File: src/deser_misc_params.svh
`ifndef DESER_MISC_PARAMS_SVH
`define DESER_MISC_PARAMS_SVH

// ----------------------------------------
// Register offsets
// ----------------------------------------
`define ADDR_IRQ_CTL       8'h23
`define ADDR_IRQ_STS       8'h24
`define ADDR_FS_CFG        8'h25
`define ADDR_CLK_EDGE      8'h3b
`define ADDR_FDET_CFG      8'h3c
`define ADDR_SSC_CTL       8'h3e
`define ADDR_PORT_STS_A    8'h4d
`define ADDR_PORT_STS_B    8'h4e

// ----------------------------------------
// Field positions
// ----------------------------------------
`define BIT_PORT0_IRQ      0
`define BIT_PORT1_IRQ      1
`define BIT_GLOBAL_IRQ     7
`define BIT_FS_EDGE        6
`define BIT_PCLK_EDGE      0
`define BIT_SSC_ON         4
`define BIT_SSC_RATE       0
`define FREQ_LIMIT_W       5

// ----------------------------------------
// Reset values
// ----------------------------------------
`define RST_FS_EDGE        1'h0
`define RST_PCLK_EDGE      1'h1
`define RST_FREQ_LIMIT     5'h14
`define RST_SSC_ON         1'h0
`define RST_SSC_RATE       1'h0
`define RST_IRQ_EN         1'h0

// ----------------------------------------
// Timing
// ----------------------------------------
`define CLK_PERIOD_NS      40
`define FDET_WINDOW_NS     1000
`define FDET_WINDOW_CYC    ((`FDET_WINDOW_NS + `CLK_PERIOD_NS - 1) / `CLK_PERIOD_NS)
`define SSC_DIV_RATIO      3168
`define SSC_DEV_PERCENT    1

`endif

File: src/deser_misc_pkg.sv
`default_nettype none

package deser_misc_pkg;

  typedef struct packed {
    logic [7:0]  win_cnt;
    logic [7:0]  tick_cnt;
    logic        too_slow;
    logic [11:0] ssc_cnt;
    logic        ssc_active;
    logic [10:0] ssc_tri;
  } mon_state_t;

  typedef struct packed {
    logic       fs_edge;
    logic       pclk_edge;
    logic [4:0] freq_limit;
    logic       ssc_on;
    logic       ssc_rate;
    logic       ie0;
    logic       ie1;
    logic       int_en;
    logic       flag0;
    logic       flag1;
    logic       fs_prev;
    logic       fs_event;
    logic [7:0] rdata;
    logic       rvalid;
    logic       irq;
  } regs_state_t;

endpackage

`default_nettype wire

File: src/mon_if.sv
`default_nettype none

interface mon_if;
  logic [4:0]  low_limit;
  logic        ssc_on;
  logic        ssc_rate;
  logic        too_slow;
  logic        ssc_active;
  logic [10:0] ssc_tri;

  modport regs (output low_limit, ssc_on, ssc_rate, input too_slow, ssc_active, ssc_tri);
  modport mon  (input low_limit, ssc_on, ssc_rate, output too_slow, ssc_active, ssc_tri);
endinterface

`default_nettype wire

File: src/deser_misc_ctl_regs.sv
`include "deser_misc_params.svh"
`default_nettype none

// Operation
// (RULE1) Port one flag sets; status read clears
// (RULE2) Port zero flag clears only by reads
// (RULE3) Frame-sync edge bit: 0 rising, 1 falling
// (RULE4) Pixel edge bit, reset 1, launch edge
// (RULE5) Five-bit low frequency limit, reset 0x14
// (RULE6) Clock below limit is judged too slow
// (RULE7) Spread-spectrum enable, reset off
// (RULE8) Software sets rate before enabling
// (RULE9) Software disables before changing rate
// (RULE10) Rate 1 selects pixel/3168, one percent
// (RULE11) Global flag: port flag and enable
// (RULE12) Per-port enables gate controller interrupt
// (RULE13) Reserved bits read reset, ignore writes
module deser_misc_ctl_regs #(
  parameter int SSC_DIV = `SSC_DIV_RATIO
) (
  input  wire logic       clock_in,
  input  wire logic       rst_in,
  input  wire logic [7:0] reg_addr_in,
  input  wire logic [7:0] reg_wdata_in,
  input  wire logic       reg_wr_in,
  input  wire logic       reg_rd_in,
  input  wire logic       rx_read_port_in,
  input  wire logic       port0_event_in,
  input  wire logic       port1_event_in,
  input  wire logic       frame_sync_in,
  input  wire logic       cdr_tick_in,
  input  wire logic       pix_tick_in,
  output logic [7:0]      reg_rdata_out,
  output logic            reg_rvalid_out,
  output logic            irq_out,
  output logic            frame_sync_event_out,
  output logic            pixel_clk_edge_sel_out,
  output logic            spread_spectrum_on_out,
  output logic            spread_mod_rate_sel_out,
  output logic            freq_too_slow_out,
  output logic            ssc_active_out,
  output logic [10:0]     ssc_offset_out
);

  deser_misc_pkg::regs_state_t s_q;
  deser_misc_pkg::regs_state_t s_d;

  mon_if mon_bus ();

  // ----------------------------------------
  // Parameter checks
  // ----------------------------------------
  // Passed straight to the modulator, whose counter folds at half period
  if (SSC_DIV < 2 || SSC_DIV > 4094 || (SSC_DIV % 2) != 0)
  begin : g_bad_ssc_div
    $error("SSC_DIV must be even and within 2..4094");
  end
  // Threshold slot and stored field must agree
  if (`FREQ_LIMIT_W != $bits(s_q.freq_limit))
  begin : g_bad_limit_w
    $error("limit field width does not match its register slot");
  end

  // ----------------------------------------
  // Helpers
  // ----------------------------------------
  function automatic logic hit(input logic [7:0] a, input logic [7:0] off);
    return a == off;
  endfunction

  function automatic logic is_port_status(input logic [7:0] a);
    return hit(a, `ADDR_PORT_STS_A) || hit(a, `ADDR_PORT_STS_B);
  endfunction

  function automatic logic next_flag(input logic flag, input logic ev, input logic clr);
    // Set wins over a clearing read, so no event is lost
    return ev || (flag && !clr);
  endfunction

  function automatic logic global_of(input deser_misc_pkg::regs_state_t s);
    return (s.flag0 && s.ie0) || (s.flag1 && s.ie1);
  endfunction

  logic       clr0;
  logic       clr1;
  logic       global_now;
  logic       global_next;
  logic       wr;

  // ----------------------------------------
  // Register logic
  // ----------------------------------------
  always_comb
  begin
    s_d = s_q;
    wr  = reg_wr_in;
    // Only the port whose status block is selected for readback is cleared
    clr0 = reg_rd_in && is_port_status(reg_addr_in) && !rx_read_port_in;
    clr1 = reg_rd_in && is_port_status(reg_addr_in) && rx_read_port_in;
    global_now = global_of(s_q); // see (RULE11)

    // Writes; reserved positions are never stored
    if (wr && hit(reg_addr_in, `ADDR_IRQ_CTL))
    begin
      s_d.int_en = reg_wdata_in[`BIT_GLOBAL_IRQ];
      s_d.ie0    = reg_wdata_in[`BIT_PORT0_IRQ]; // see (RULE12)
      s_d.ie1    = reg_wdata_in[`BIT_PORT1_IRQ]; // see (RULE12)
    end
    if (wr && hit(reg_addr_in, `ADDR_FS_CFG))
      s_d.fs_edge = reg_wdata_in[`BIT_FS_EDGE]; // see (RULE3) see (RULE13)
    if (wr && hit(reg_addr_in, `ADDR_CLK_EDGE))
      s_d.pclk_edge = reg_wdata_in[`BIT_PCLK_EDGE]; // see (RULE4)
    if (wr && hit(reg_addr_in, `ADDR_FDET_CFG))
      s_d.freq_limit = reg_wdata_in[`FREQ_LIMIT_W-1:0]; // see (RULE5)
    if (wr && hit(reg_addr_in, `ADDR_SSC_CTL))
    begin
      // Both fields load together; ordering is left to software
      s_d.ssc_on   = reg_wdata_in[`BIT_SSC_ON]; // see (RULE7) see (RULE8) see (RULE9)
      s_d.ssc_rate = reg_wdata_in[`BIT_SSC_RATE]; // see (RULE10)
    end

    // Flags: a new event wins over a clearing read; writes never touch them
    s_d.flag0 = next_flag(s_q.flag0, port0_event_in, clr0); // see (RULE2)
    s_d.flag1 = next_flag(s_q.flag1, port1_event_in, clr1); // see (RULE1)

    global_next = global_of(s_d); // see (RULE11)
    s_d.irq     = global_next && s_d.int_en; // see (RULE12)

    // Frame-sync active edge detect
    s_d.fs_prev  = frame_sync_in;
    s_d.fs_event = s_q.fs_edge ? (s_q.fs_prev && !frame_sync_in)
                               : (!s_q.fs_prev && frame_sync_in); // see (RULE3)

    // Read data, one cycle after the strobe
    s_d.rvalid = reg_rd_in;
    s_d.rdata  = 8'h00;
    if (reg_rd_in)
    begin
      // Reserved positions keep the preset zero
      unique case (reg_addr_in)
        `ADDR_IRQ_CTL:
        begin
          s_d.rdata[`BIT_GLOBAL_IRQ] = s_q.int_en;
          s_d.rdata[`BIT_PORT1_IRQ]  = s_q.ie1;
          s_d.rdata[`BIT_PORT0_IRQ]  = s_q.ie0;
        end
        `ADDR_IRQ_STS:
        begin
          s_d.rdata[`BIT_GLOBAL_IRQ] = global_now; // see (RULE11)
          s_d.rdata[`BIT_PORT1_IRQ]  = s_q.flag1; // see (RULE1)
          s_d.rdata[`BIT_PORT0_IRQ]  = s_q.flag0; // see (RULE2)
        end
        `ADDR_FS_CFG:
          s_d.rdata[`BIT_FS_EDGE] = s_q.fs_edge; // see (RULE3)
        `ADDR_CLK_EDGE:
          s_d.rdata[`BIT_PCLK_EDGE] = s_q.pclk_edge; // see (RULE4)
        `ADDR_FDET_CFG:
          s_d.rdata[`FREQ_LIMIT_W-1:0] = s_q.freq_limit; // see (RULE5)
        `ADDR_SSC_CTL:
        begin
          s_d.rdata[`BIT_SSC_ON]   = s_q.ssc_on;
          s_d.rdata[`BIT_SSC_RATE] = s_q.ssc_rate;
        end
        default:
          s_d.rdata = 8'h00; // see (RULE13)
      endcase
    end
  end

  always_ff @(posedge clock_in or posedge rst_in)
  begin
    if (rst_in)
    begin
      s_q            <= '0;
      s_q.fs_edge    <= `RST_FS_EDGE;
      s_q.pclk_edge  <= `RST_PCLK_EDGE;
      s_q.freq_limit <= `RST_FREQ_LIMIT;
      s_q.ssc_on     <= `RST_SSC_ON;
      s_q.ssc_rate   <= `RST_SSC_RATE;
      s_q.ie0        <= `RST_IRQ_EN;
      s_q.ie1        <= `RST_IRQ_EN;
      s_q.int_en     <= `RST_IRQ_EN;
    end
    else
      s_q <= s_d;
  end

  // ----------------------------------------
  // Clock monitor
  // ----------------------------------------
  assign mon_bus.low_limit = s_q.freq_limit;
  assign mon_bus.ssc_on    = s_q.ssc_on;
  assign mon_bus.ssc_rate  = s_q.ssc_rate;

  clk_monitor #(
    .SSC_DIV (SSC_DIV)
  ) u_mon (
    .clock_in    (clock_in),
    .rst_in      (rst_in),
    .cdr_tick_in (cdr_tick_in),
    .pix_tick_in (pix_tick_in),
    .mon         (mon_bus.mon)
  );

  // ----------------------------------------
  // Outputs
  // ----------------------------------------
  assign reg_rdata_out           = s_q.rdata;
  assign reg_rvalid_out          = s_q.rvalid;
  assign irq_out                 = s_q.irq;
  assign frame_sync_event_out    = s_q.fs_event;
  assign pixel_clk_edge_sel_out  = s_q.pclk_edge; // see (RULE4)
  assign spread_spectrum_on_out  = s_q.ssc_on;
  assign spread_mod_rate_sel_out = s_q.ssc_rate;
  assign freq_too_slow_out       = mon_bus.too_slow; // see (RULE6)
  assign ssc_active_out          = mon_bus.ssc_active;
  assign ssc_offset_out          = mon_bus.ssc_tri;

endmodule // deser_misc_ctl_regs

`default_nettype wire

File: src/clk_monitor.sv
`include "deser_misc_params.svh"
`default_nettype none

module clk_monitor #(
  parameter int SSC_DIV = `SSC_DIV_RATIO
) (
  input  wire logic clock_in,
  input  wire logic rst_in,
  input  wire logic cdr_tick_in,
  input  wire logic pix_tick_in,
  mon_if.mon        mon
);

  localparam logic [7:0]  WIN_LAST = 8'(`FDET_WINDOW_CYC - 1);
  localparam logic [11:0] DIV_LAST = 12'(SSC_DIV - 1);
  localparam logic [11:0] DIV_HALF = 12'(SSC_DIV / 2);

  if (SSC_DIV < 2 || SSC_DIV > 4094 || (SSC_DIV % 2) != 0)
  begin : g_bad_div
    $error("SSC_DIV must be even and within 2..4094");
  end
  // Window counter is eight bits wide
  if (`FDET_WINDOW_CYC < 2 || `FDET_WINDOW_CYC > 256)
  begin : g_bad_win
    $error("frequency window must span 2..256 cycles");
  end

  deser_misc_pkg::mon_state_t s_q;
  deser_misc_pkg::mon_state_t s_d;

  // ----------------------------------------
  // Frequency detector and modulator
  // ----------------------------------------
  always_comb
  begin
    s_d = s_q;
    // Saturate so a very fast clock never wraps into looking slow
    if (cdr_tick_in && s_q.tick_cnt != 8'hff)
      s_d.tick_cnt = s_q.tick_cnt + 8'h01;
    if (s_q.win_cnt == WIN_LAST)
    begin
      s_d.win_cnt  = 8'h00;
      s_d.too_slow = (s_q.tick_cnt < {3'h0, mon.low_limit}); // see (RULE6)
      s_d.tick_cnt = {7'h00, cdr_tick_in};
    end
    else
      s_d.win_cnt = s_q.win_cnt + 8'h01;
    // Rate value zero is reserved: modulation stays off
    s_d.ssc_active = mon.ssc_on && mon.ssc_rate; // see (RULE7) see (RULE10)
    if (!s_d.ssc_active)
      s_d.ssc_cnt = 12'h000;
    else if (pix_tick_in)
      s_d.ssc_cnt = (s_q.ssc_cnt == DIV_LAST) ? 12'h000 : s_q.ssc_cnt + 12'h001; // see (RULE10)
    s_d.ssc_tri = (s_q.ssc_cnt < DIV_HALF) ? s_q.ssc_cnt[10:0]
                                           : 11'(DIV_LAST - s_q.ssc_cnt);
  end

  always_ff @(posedge clock_in or posedge rst_in)
  begin
    if (rst_in)
      s_q <= '0;
    else
      s_q <= s_d;
  end

  assign mon.too_slow   = s_q.too_slow;
  assign mon.ssc_active = s_q.ssc_active;
  assign mon.ssc_tri    = s_q.ssc_tri;

endmodule // clk_monitor

`default_nettype wire

File: config.mk
export PLATFORM = sky130hd
export DESIGN_NAME = deser_misc_ctl_regs
export DESIGN_NICKNAME = d
export VERILOG_FILES = /design/src/deser_misc_pkg.sv /design/src/mon_if.sv /design/src/deser_misc_ctl_regs.sv /design/src/clk_monitor.sv
export VERILOG_INCLUDE_DIRS = /design/src /design/src/src
export SDC_FILE = /design/constraint.sdc
export NUM_CORES = 1
export LEC_CHECK = 0
export BUFFER_PORTS_ARGS = -buffer_cell sky130_fd_sc_hd__buf_2
export CORE_ASPECT_RATIO = 1.75
export CORE_MARGIN = 5
export CORE_UTILIZATION = 50
export DETAILED_ROUTE_END_ITERATION = 10
export GPL_TIMING_DRIVEN = 0
export MAX_ROUTING_LAYER = met4
export PLACE_DENSITY = 0.81
export SETUP_SLACK_MARGIN = 0.02
export SYNTH_ARGS = -nofsm -noshare
export SYNTH_HDL_FRONTEND = slang
export SYNTH_SLANG_ARGS = --single-unit
File: constraint.sdc
create_clock -name clock_in -period 1.6 [get_ports clock_in]
set_input_delay 0.08 -clock clock_in [delete_from_list [all_inputs] [get_ports clock_in]]
set_output_delay 0.08 -clock clock_in [all_outputs]
set_load 0.02 [all_outputs]
==> impl_metrics.yaml, run 1 <==
worst_setup_path:
  cp.required_ps: 1810
  crit_chain: "ha_1 > nand3_1 > or2_1 > nor3_1 > xnor2_1 > o21ai_2"
  crit_family: "simple AND/OR/NAND/NOR gates"
  r2r_start: "u_mon.s_q[18]$_DFFE_PP0P_"
  cp-end-kind: "register"
  slowest_stage: "dfrtp_2"
  slowest_delay_ps: 410
  cp-start-kind: "register"
  path_buf_inv: 0
  reg2reg_depth: 6
  critical_path_class: "reg2reg"
  crit_arrival_ps: 1760
  critPathLaunch: "u_mon.s_q[18]$_DFFE_PP0P_"
  reg2reg_slack_ps: 50
  crit_fanout: 6
  cp.depth: 6
sta:
  slew_viol_final: 0
  setup_viol: 0
  post-route-min-period_ps: 1550
  hold_violations: 0
  setup-tns-final_ps: 0
  finalCritPeriodShare_pct: 96.6
  rsz0062_at_grt: "yes"
  fmax_mhz: 647
  final.setup_skew_ps: 9.39
  max-slew-margin-rel_pct: 46.8
  worst_pin_slew_ps: 797
  holdWs_ps: 7.17
global_routing:
  grt_max_degree: 67
  grt_antenna_before_repair: 0
  grt_usage_pct: 17.6
  grt_pass1_wl_mm: 11.4
  grt_pass1_vias: 2534
  gr-total-overflow: 0
clock_tree:
  cts_sinks: 66
  clock_latency_ps: 330
  cts_root_buf: "clkbuf_16"
  cts_htree_levels: 3
  cts_buffers: 9
  clockBufferDepth: 2
  clk_pin_slew_ps: 50
  tritoncts: "done"
layout:
  final_cell_mix: "dfrtp_1, buf_2, nor2_1, buf_4, xor2_1"
  drive_gt1_share_pct: 32.3
  final_common_cell: "dfrtp_1"
  final_core_util_pct: 63.8
  antenna_cells: 0
  nets: 418
  areaGrowthSynthToFinish_pct: 25.4
  finalInstanceArea_um2: 4140
  instances_no_fill: 469
synth:
  ys_ff_latch: 66
  synth_nets: 344
  avgSynthCellArea_um2: 10.7
  synthesis.area_um2: 3300
  synth_top_cell_by_area: "dfrtp_1"
  synthCells: 308
  async_reset_ff_share_pct: 100
  yosys_warnings: 0
  synth_edf_count: 0
  synth.area.top_cells: "dfrtp_1, buf_4, xor2_1, ha_1, mux2_2"
  synth_top_area_share_pct: 47.8
  ys_seq_area_share_pct: 50.2
  ys_dominant_reg_cell: "dfrtp_1"
  ys_types: 51
routing:
  vias_per_cell: 5.22
  drc: 0
  detail_route.wl_per_cell_um: 14.5
  num_vias: 2450
  firstDrtPassIters: 4
  first_iter_violations: 67
  final_antenna_net_count: 0
  drt_wl_total_mm: 6.79
pwr:
  p_per_area_nw_per_um2: 1040
  leakagePower_nw: 2.01
  irDropWorstVdd_mv: 0.710
flow_run:
  cap_violations: 0
placement:
  placed_cells: 439
  place.gp.congestion: 0.846
  placed_area_um2: 3650
  dp_hpwl_mm: 4.77
  numPortBuffers: 49
die:
  ios: 53
  fp-row-count: 39
  die_area_um2: 8390
  die_y_um: 117
  initial_utilization_pct: 50.8
  core-area_um2: 6490
  die-width_um: 71.4
worst_hold_path:
  hold_class: "in2reg"
  hold_start: "reg_wdata_in[4]"
  holdPathStages: 2
outcome:
  status: "completed"
## synth_stat cells, types with 2 or more instances
library cell and count:
a21o_1 4, dfstp_2 3, dfrtp_1 63, or3_1 2
and3b_1 2, mux2i_1 2, o211ai_1 3, nand4_1 8
nor3_1 5, a21oi_1 5, a22oi_1 2, xor2_1 18
nor4_1 4, buf_2 3, nor2b_1 2, mux2_2 11
nor2_1 30, buf_4 21, and4b_1 2, and3_1 5
and2_1 4, ha_1 10, o21ai_0 10, a22o_1 3
nand4b_1 2, o21ai_1 2, inv_1 13, nand3_1 14
nand2b_1 3, nand3b_1 5, clkbuf_1 2, nand2_1 14
xnor2_1 11, or2_1 2, nand3_2 2
## cell type report
type	instances	area (um2)
well taps	82	103
clock inverters	2	35.0
fillers	512	2350
inverters	13	52.6
flip-flops and latches	66	1660
repair buffers	64	395
multi-input cells	202	1430
clock buffers	14	274
plain buffers	26	190
## path summary, 6_finish.rpt
kind	endpoint
worst max-delay path	u_mon.s_q[23]$_DFFE_PP0P_
worst min-delay path	spread_spectrum_on_out$_DFFE_PP0P_
worst max register to register	u_mon.s_q[23]$_DFFE_PP0P_
worst min register to register	frame_sync_event_out$_DFF_PP0_
max in group asynchronous	pixel_clk_edge_sel_out$_DFFE_PP1P_
min in group asynchronous	u_mon.s_q[14]$_DFFE_PP0P_
## what timing repair did
item,4_1_cts,5_1_grt
pin swaps,0,2
cloned,0,0
buffers inserted,0,4
endpoints found under the setup margin,9,22
resized for setup,4,8
hold buffers,9,1
endpoints found under the hold margin,10,36
## state kept, by name, indices dropped and copies added (netlist names)
name and count:
pixel_clk_edge_sel_out 1, spread_spectrum_on_out 1, irq_out 1, s_q 7, spread_mod_rate_sel_out 1, u_mon.mon.ssc_tri 11
u_mon.s_q 28, u_mon.mon.ssc_active 1, u_mon.mon.too_slow 1, reg_rvalid_out 1, mon_bus.low_limit 5, reg_rdata_out 7
frame_sync_event_out 1
## where the power goes
group / switching (mW) / internal, mW / total [mW] / leakage [nW]
registers: 0.111 / 1.76 / 1.87 / 0.866
logic: 0.215 / 0.207 / 0.423 / 0.996
clock network: 0.681 / 1.33 / 2.01 / 0.153
total: 1.01 / 3.29 / 4.30 / 2.01
## logic make-up after synthesis
kind of cell	count (synthesis)	synth area share (%)
AO/OA/AOI/OAI	37	7.43
XOR/XNOR	29	7.70
adder cells (fa/ha/maj)	10	3.79
buffers and inverters	40	7.28
flip-flops	66	50.2
multiplexers	14	4.82
other	1	0.114
AND/OR/NAND/NOR	111	18.7
## routing by layer
layer,GRT usage [%],wire [um]
met5,-,0
met4,8.82,195
met3,4.02,283
met2,28.7,3640
met1,19.9,2680
## through the flow
stage / total power [mW] / worst slack (ps)
3_5_place_dp: 2.29 / -119
4_1_cts: 4.31 / 20.7
2_1_floorplan: 2.15 / 174
5_1_grt: 4.48 / -11.4
6_report: 4.30 / 53.6
3_3_place_gp: 2.27 / -113
(Power assumes the default switching activity.)
==> run 2, diff against run 1 <==
--- a/config.mk
+++ b/config.mk
@@ -6,14 +6,15 @@
 export SDC_FILE = /design/constraint.sdc
 export NUM_CORES = 1
 export LEC_CHECK = 0
-export BUFFER_PORTS_ARGS = -buffer_cell sky130_fd_sc_hd__buf_2
+export ABC_AREA = 0
+export BUFFER_PORTS_ARGS = -buffer_cell sky130_fd_sc_hd__buf_4
 export CORE_ASPECT_RATIO = 1.75
 export CORE_MARGIN = 5
-export CORE_UTILIZATION = 50
+export CORE_UTILIZATION = 33
 export DETAILED_ROUTE_END_ITERATION = 10
 export GPL_TIMING_DRIVEN = 0
 export MAX_ROUTING_LAYER = met4
-export PLACE_DENSITY = 0.81
+export PLACE_DENSITY = 0.59
 export SETUP_SLACK_MARGIN = 0.02
 export SYNTH_ARGS = -nofsm -noshare
 export SYNTH_HDL_FRONTEND = slang
==> run 2 against run 1 <==
Via count is 1.3% lower. Fmax is 2.1% higher. Global-route usage is 5.3 points lower. Die area is 45% higher. First-iteration DRC count is 45% higher. Clock power is 5% higher. Flip-flop and latch count stayed put. Cell count is 9.6% higher. Core utilization is 19 points lower. Register-to-register slack better by 70 ps. Critical path depth is 2 higher. Combinational power is 9.2% higher. Critical path type is now in2reg.
==> impl_metrics.yaml, run 2 (synthesis gave the netlist of run 1 again) <==
global_routing:
  grt_antenna_before_repair: 0
  grt_usage_pct: 12.4
  grt_max_degree: 43
  gr-total-overflow: 0
  grt_pass1_vias: 2520
  grt_pass1_wl_mm: 11.6
worst_hold_path:
  hold_class: "in2reg"
  whs_endpoint: "mon_bus.low_limit[4]$_DFFE_PP1P_"
  hold_start: "reg_wdata_in[4]"
  holdPathStages: 2
die:
  ios: 53
  die_area_um2: 12200
  die_y_um: 142
  initial_utilization_pct: 33.5
  die-width_um: 85.6
  core-area_um2: 9850
  fp-row-count: 48
worst_setup_path:
  worstReg2RegEnd: "u_mon.s_q[28]$_DFFE_PP0P_"
  crit_fanout: 10
  crit_chain: "dlygate4sd3_1 > buf_6 > and3b_1 > buf_4 > nand4_2 > mux2_2 > nand2_1 > a21boi_1"
  cp.required_ps: 1810
  reg2reg_depth: 6
  crit_arrival_ps: 1730
  cp-start-kind: "input port"
  critical_path_class: "in2reg"
  cp.depth: 8
  cp-end-kind: "register"
  crit_family: "buffers and inverters"
  r2r_start: "u_mon.s_q[25]$_DFFE_PP0P_"
  reg2reg_slack_ps: 120
  slowest_stage: "dlygate4sd3_1"
  path_buf_inv: 3
  slowest_delay_ps: 550
routing:
  final_antenna_net_count: 0
  first_iter_violations: 97
  drt_wl_total_mm: 6.94
  num_vias: 2418
  detail_route.wl_per_cell_um: 13.5
  firstDrtPassIters: 4
  vias_per_cell: 4.70
  drc: 0
pwr:
  clockPowerShare_pct: 47.6
  seq_power_share_pct: 42.0
  irDropWorstVdd_mv: 0.719
  combPwrFrac_pct: 10.4
  swShare_pct: 23.2
  p_per_area_nw_per_um2: 1020
  power.switching_mw: 1.03
  power.internal_mw: 3.40
  leakagePower_nw: 2.05
sta:
  fin_ws_ps: 85.0
  worst_pin_slew_ps: 566
  holdWs_ps: 11.0
  setup-tns-final_ps: 0
  setup_viol: 0
  hold_violations: 0
  fmax_mhz: 660
  slew_viol_final: 0
  max-slew-margin-rel_pct: 62.2
  finalCritPeriodShare_pct: 94.7
  final.setup_skew_ps: 4.40
  post-route-min-period_ps: 1520
layout:
  antenna_cells: 0
  largest_register_ffs: 28
  final_common_cell: "buf_4"
  final_cell_mix: "buf_4, dfrtp_1, nor2_1, xor2_1"
  finalInstanceArea_um2: 4360
  areaGrowthSynthToFinish_pct: 32.2
  top_register: "u_mon.s_q"
  nets: 420
  drive_gt1_share_pct: 33.2
  final_core_util_pct: 44.3
placement:
  dp_hpwl_mm: 5.19
  numPortBuffers: 49
  place.gp.congestion: 0.835
  preCtsSetupSlack_ps: -169
  placed_area_um2: 3850
clock_tree:
  tritoncts: "done"
  cts_htree_levels: 3
  cts_sinks: 66
  clk_pin_slew_ps: 50
  cts_buffers: 9
  clockBufferDepth: 2
  cts_root_buf: "clkbuf_16"
  clock_latency_ps: 320
flow_run:
  cap_violations: 0
outcome:
  status: "completed"
run 2: cell count changes in the layout (fill, tap and decap cells not counted), sizes merged:
cell / previous run / this run
bufinv: 1 / 2
clkinvlp: 1 / 2
clkinv: 1 / 3
buf: 78 / 79
clkbuf: 16 / 13
run 2: layer usage:
metal  up-vias  global-route usage (%)  wire length [um]
met4         0                    5.75               131
met3        11                    2.95               296
li1       1196                       -                 -
met1      1170                    12.8              2800
met2        41                    21.7              3710
met5         -                       -                 0
run 2: worst max-delay path by stage:
| stage | end | from |
|---|---|---|
| after CTS | u_mon.s_q[12]$_DFFE_PP0P_ | u_mon.s_q[12]$_DFFE_PP0P_ |
| after global placement | u_mon.s_q[22]$_DFFE_PP0P_ | u_mon.s_q[12]$_DFFE_PP0P_ |
| after global routing | u_mon.s_q[30]$_DFFE_PP0P_ | u_mon.s_q[26]$_DFFE_PP0P_ |
| after detailed placement | u_mon.s_q[14]$_DFFE_PP0P_ | u_mon.s_q[12]$_DFFE_PP0P_ |
| after floorplan | u_mon.s_q[22]$_DFFE_PP0P_ | spread_spectrum_on_out$_DFFE_PP0P_ |
| final | irq_out$_DFF_PP0_ | reg_addr_in[1] |
run 2: worst reg2reg max path: cells and delay by family, from the launching register on:
family                     cells  cell delay (ps)
DFF                            1              390
AOI/OAI and AO/OA              1              300
adders and majority gates      1              210
and+or+nand+nor                2              200
buffers and inverters          1              150
xor gates and xnor gates       1              120
run 2: what timing repair did:
item,CTS,global route
resized for setup,6,8
buffers inserted,0,5
endpoints found under the hold margin,34,0
setup endpoints to repair,11,17
pin swaps,1,1
hold buffers,10,0
run 2: layout make-up:
type                    instances  area (um2)
clock inverters                 6        90.1
multi-input cells             202        1440
fillers                       955        5490
repair buffers                 65         526
clock buffers                  10         239
flip-flops and latches         66        1660
plain buffers                  27         194
inverters                      13        52.6
well taps                     125         156
run 2: per-stage QoR:
| step | power, mW | instances |
|---|---|---|
| floorplan | 2.15 | 308 |
| global placement | 2.31 | 482 |
| detailed placement | 2.33 | 483 |
| CTS | 4.49 | 509 |
| global route | 4.64 | 514 |
| finish | 4.43 | 514 |
run 2: power groups by stage:
stage,Sequential (mW),Combinational [mW],Clock (mW)
after floorplan,1.88,0.264,0
after global placement,1.89,0.423,0
after detailed placement,1.89,0.438,0
after CTS,1.86,0.461,2.17
after global routing,1.88,0.524,2.24
final,1.86,0.462,2.11
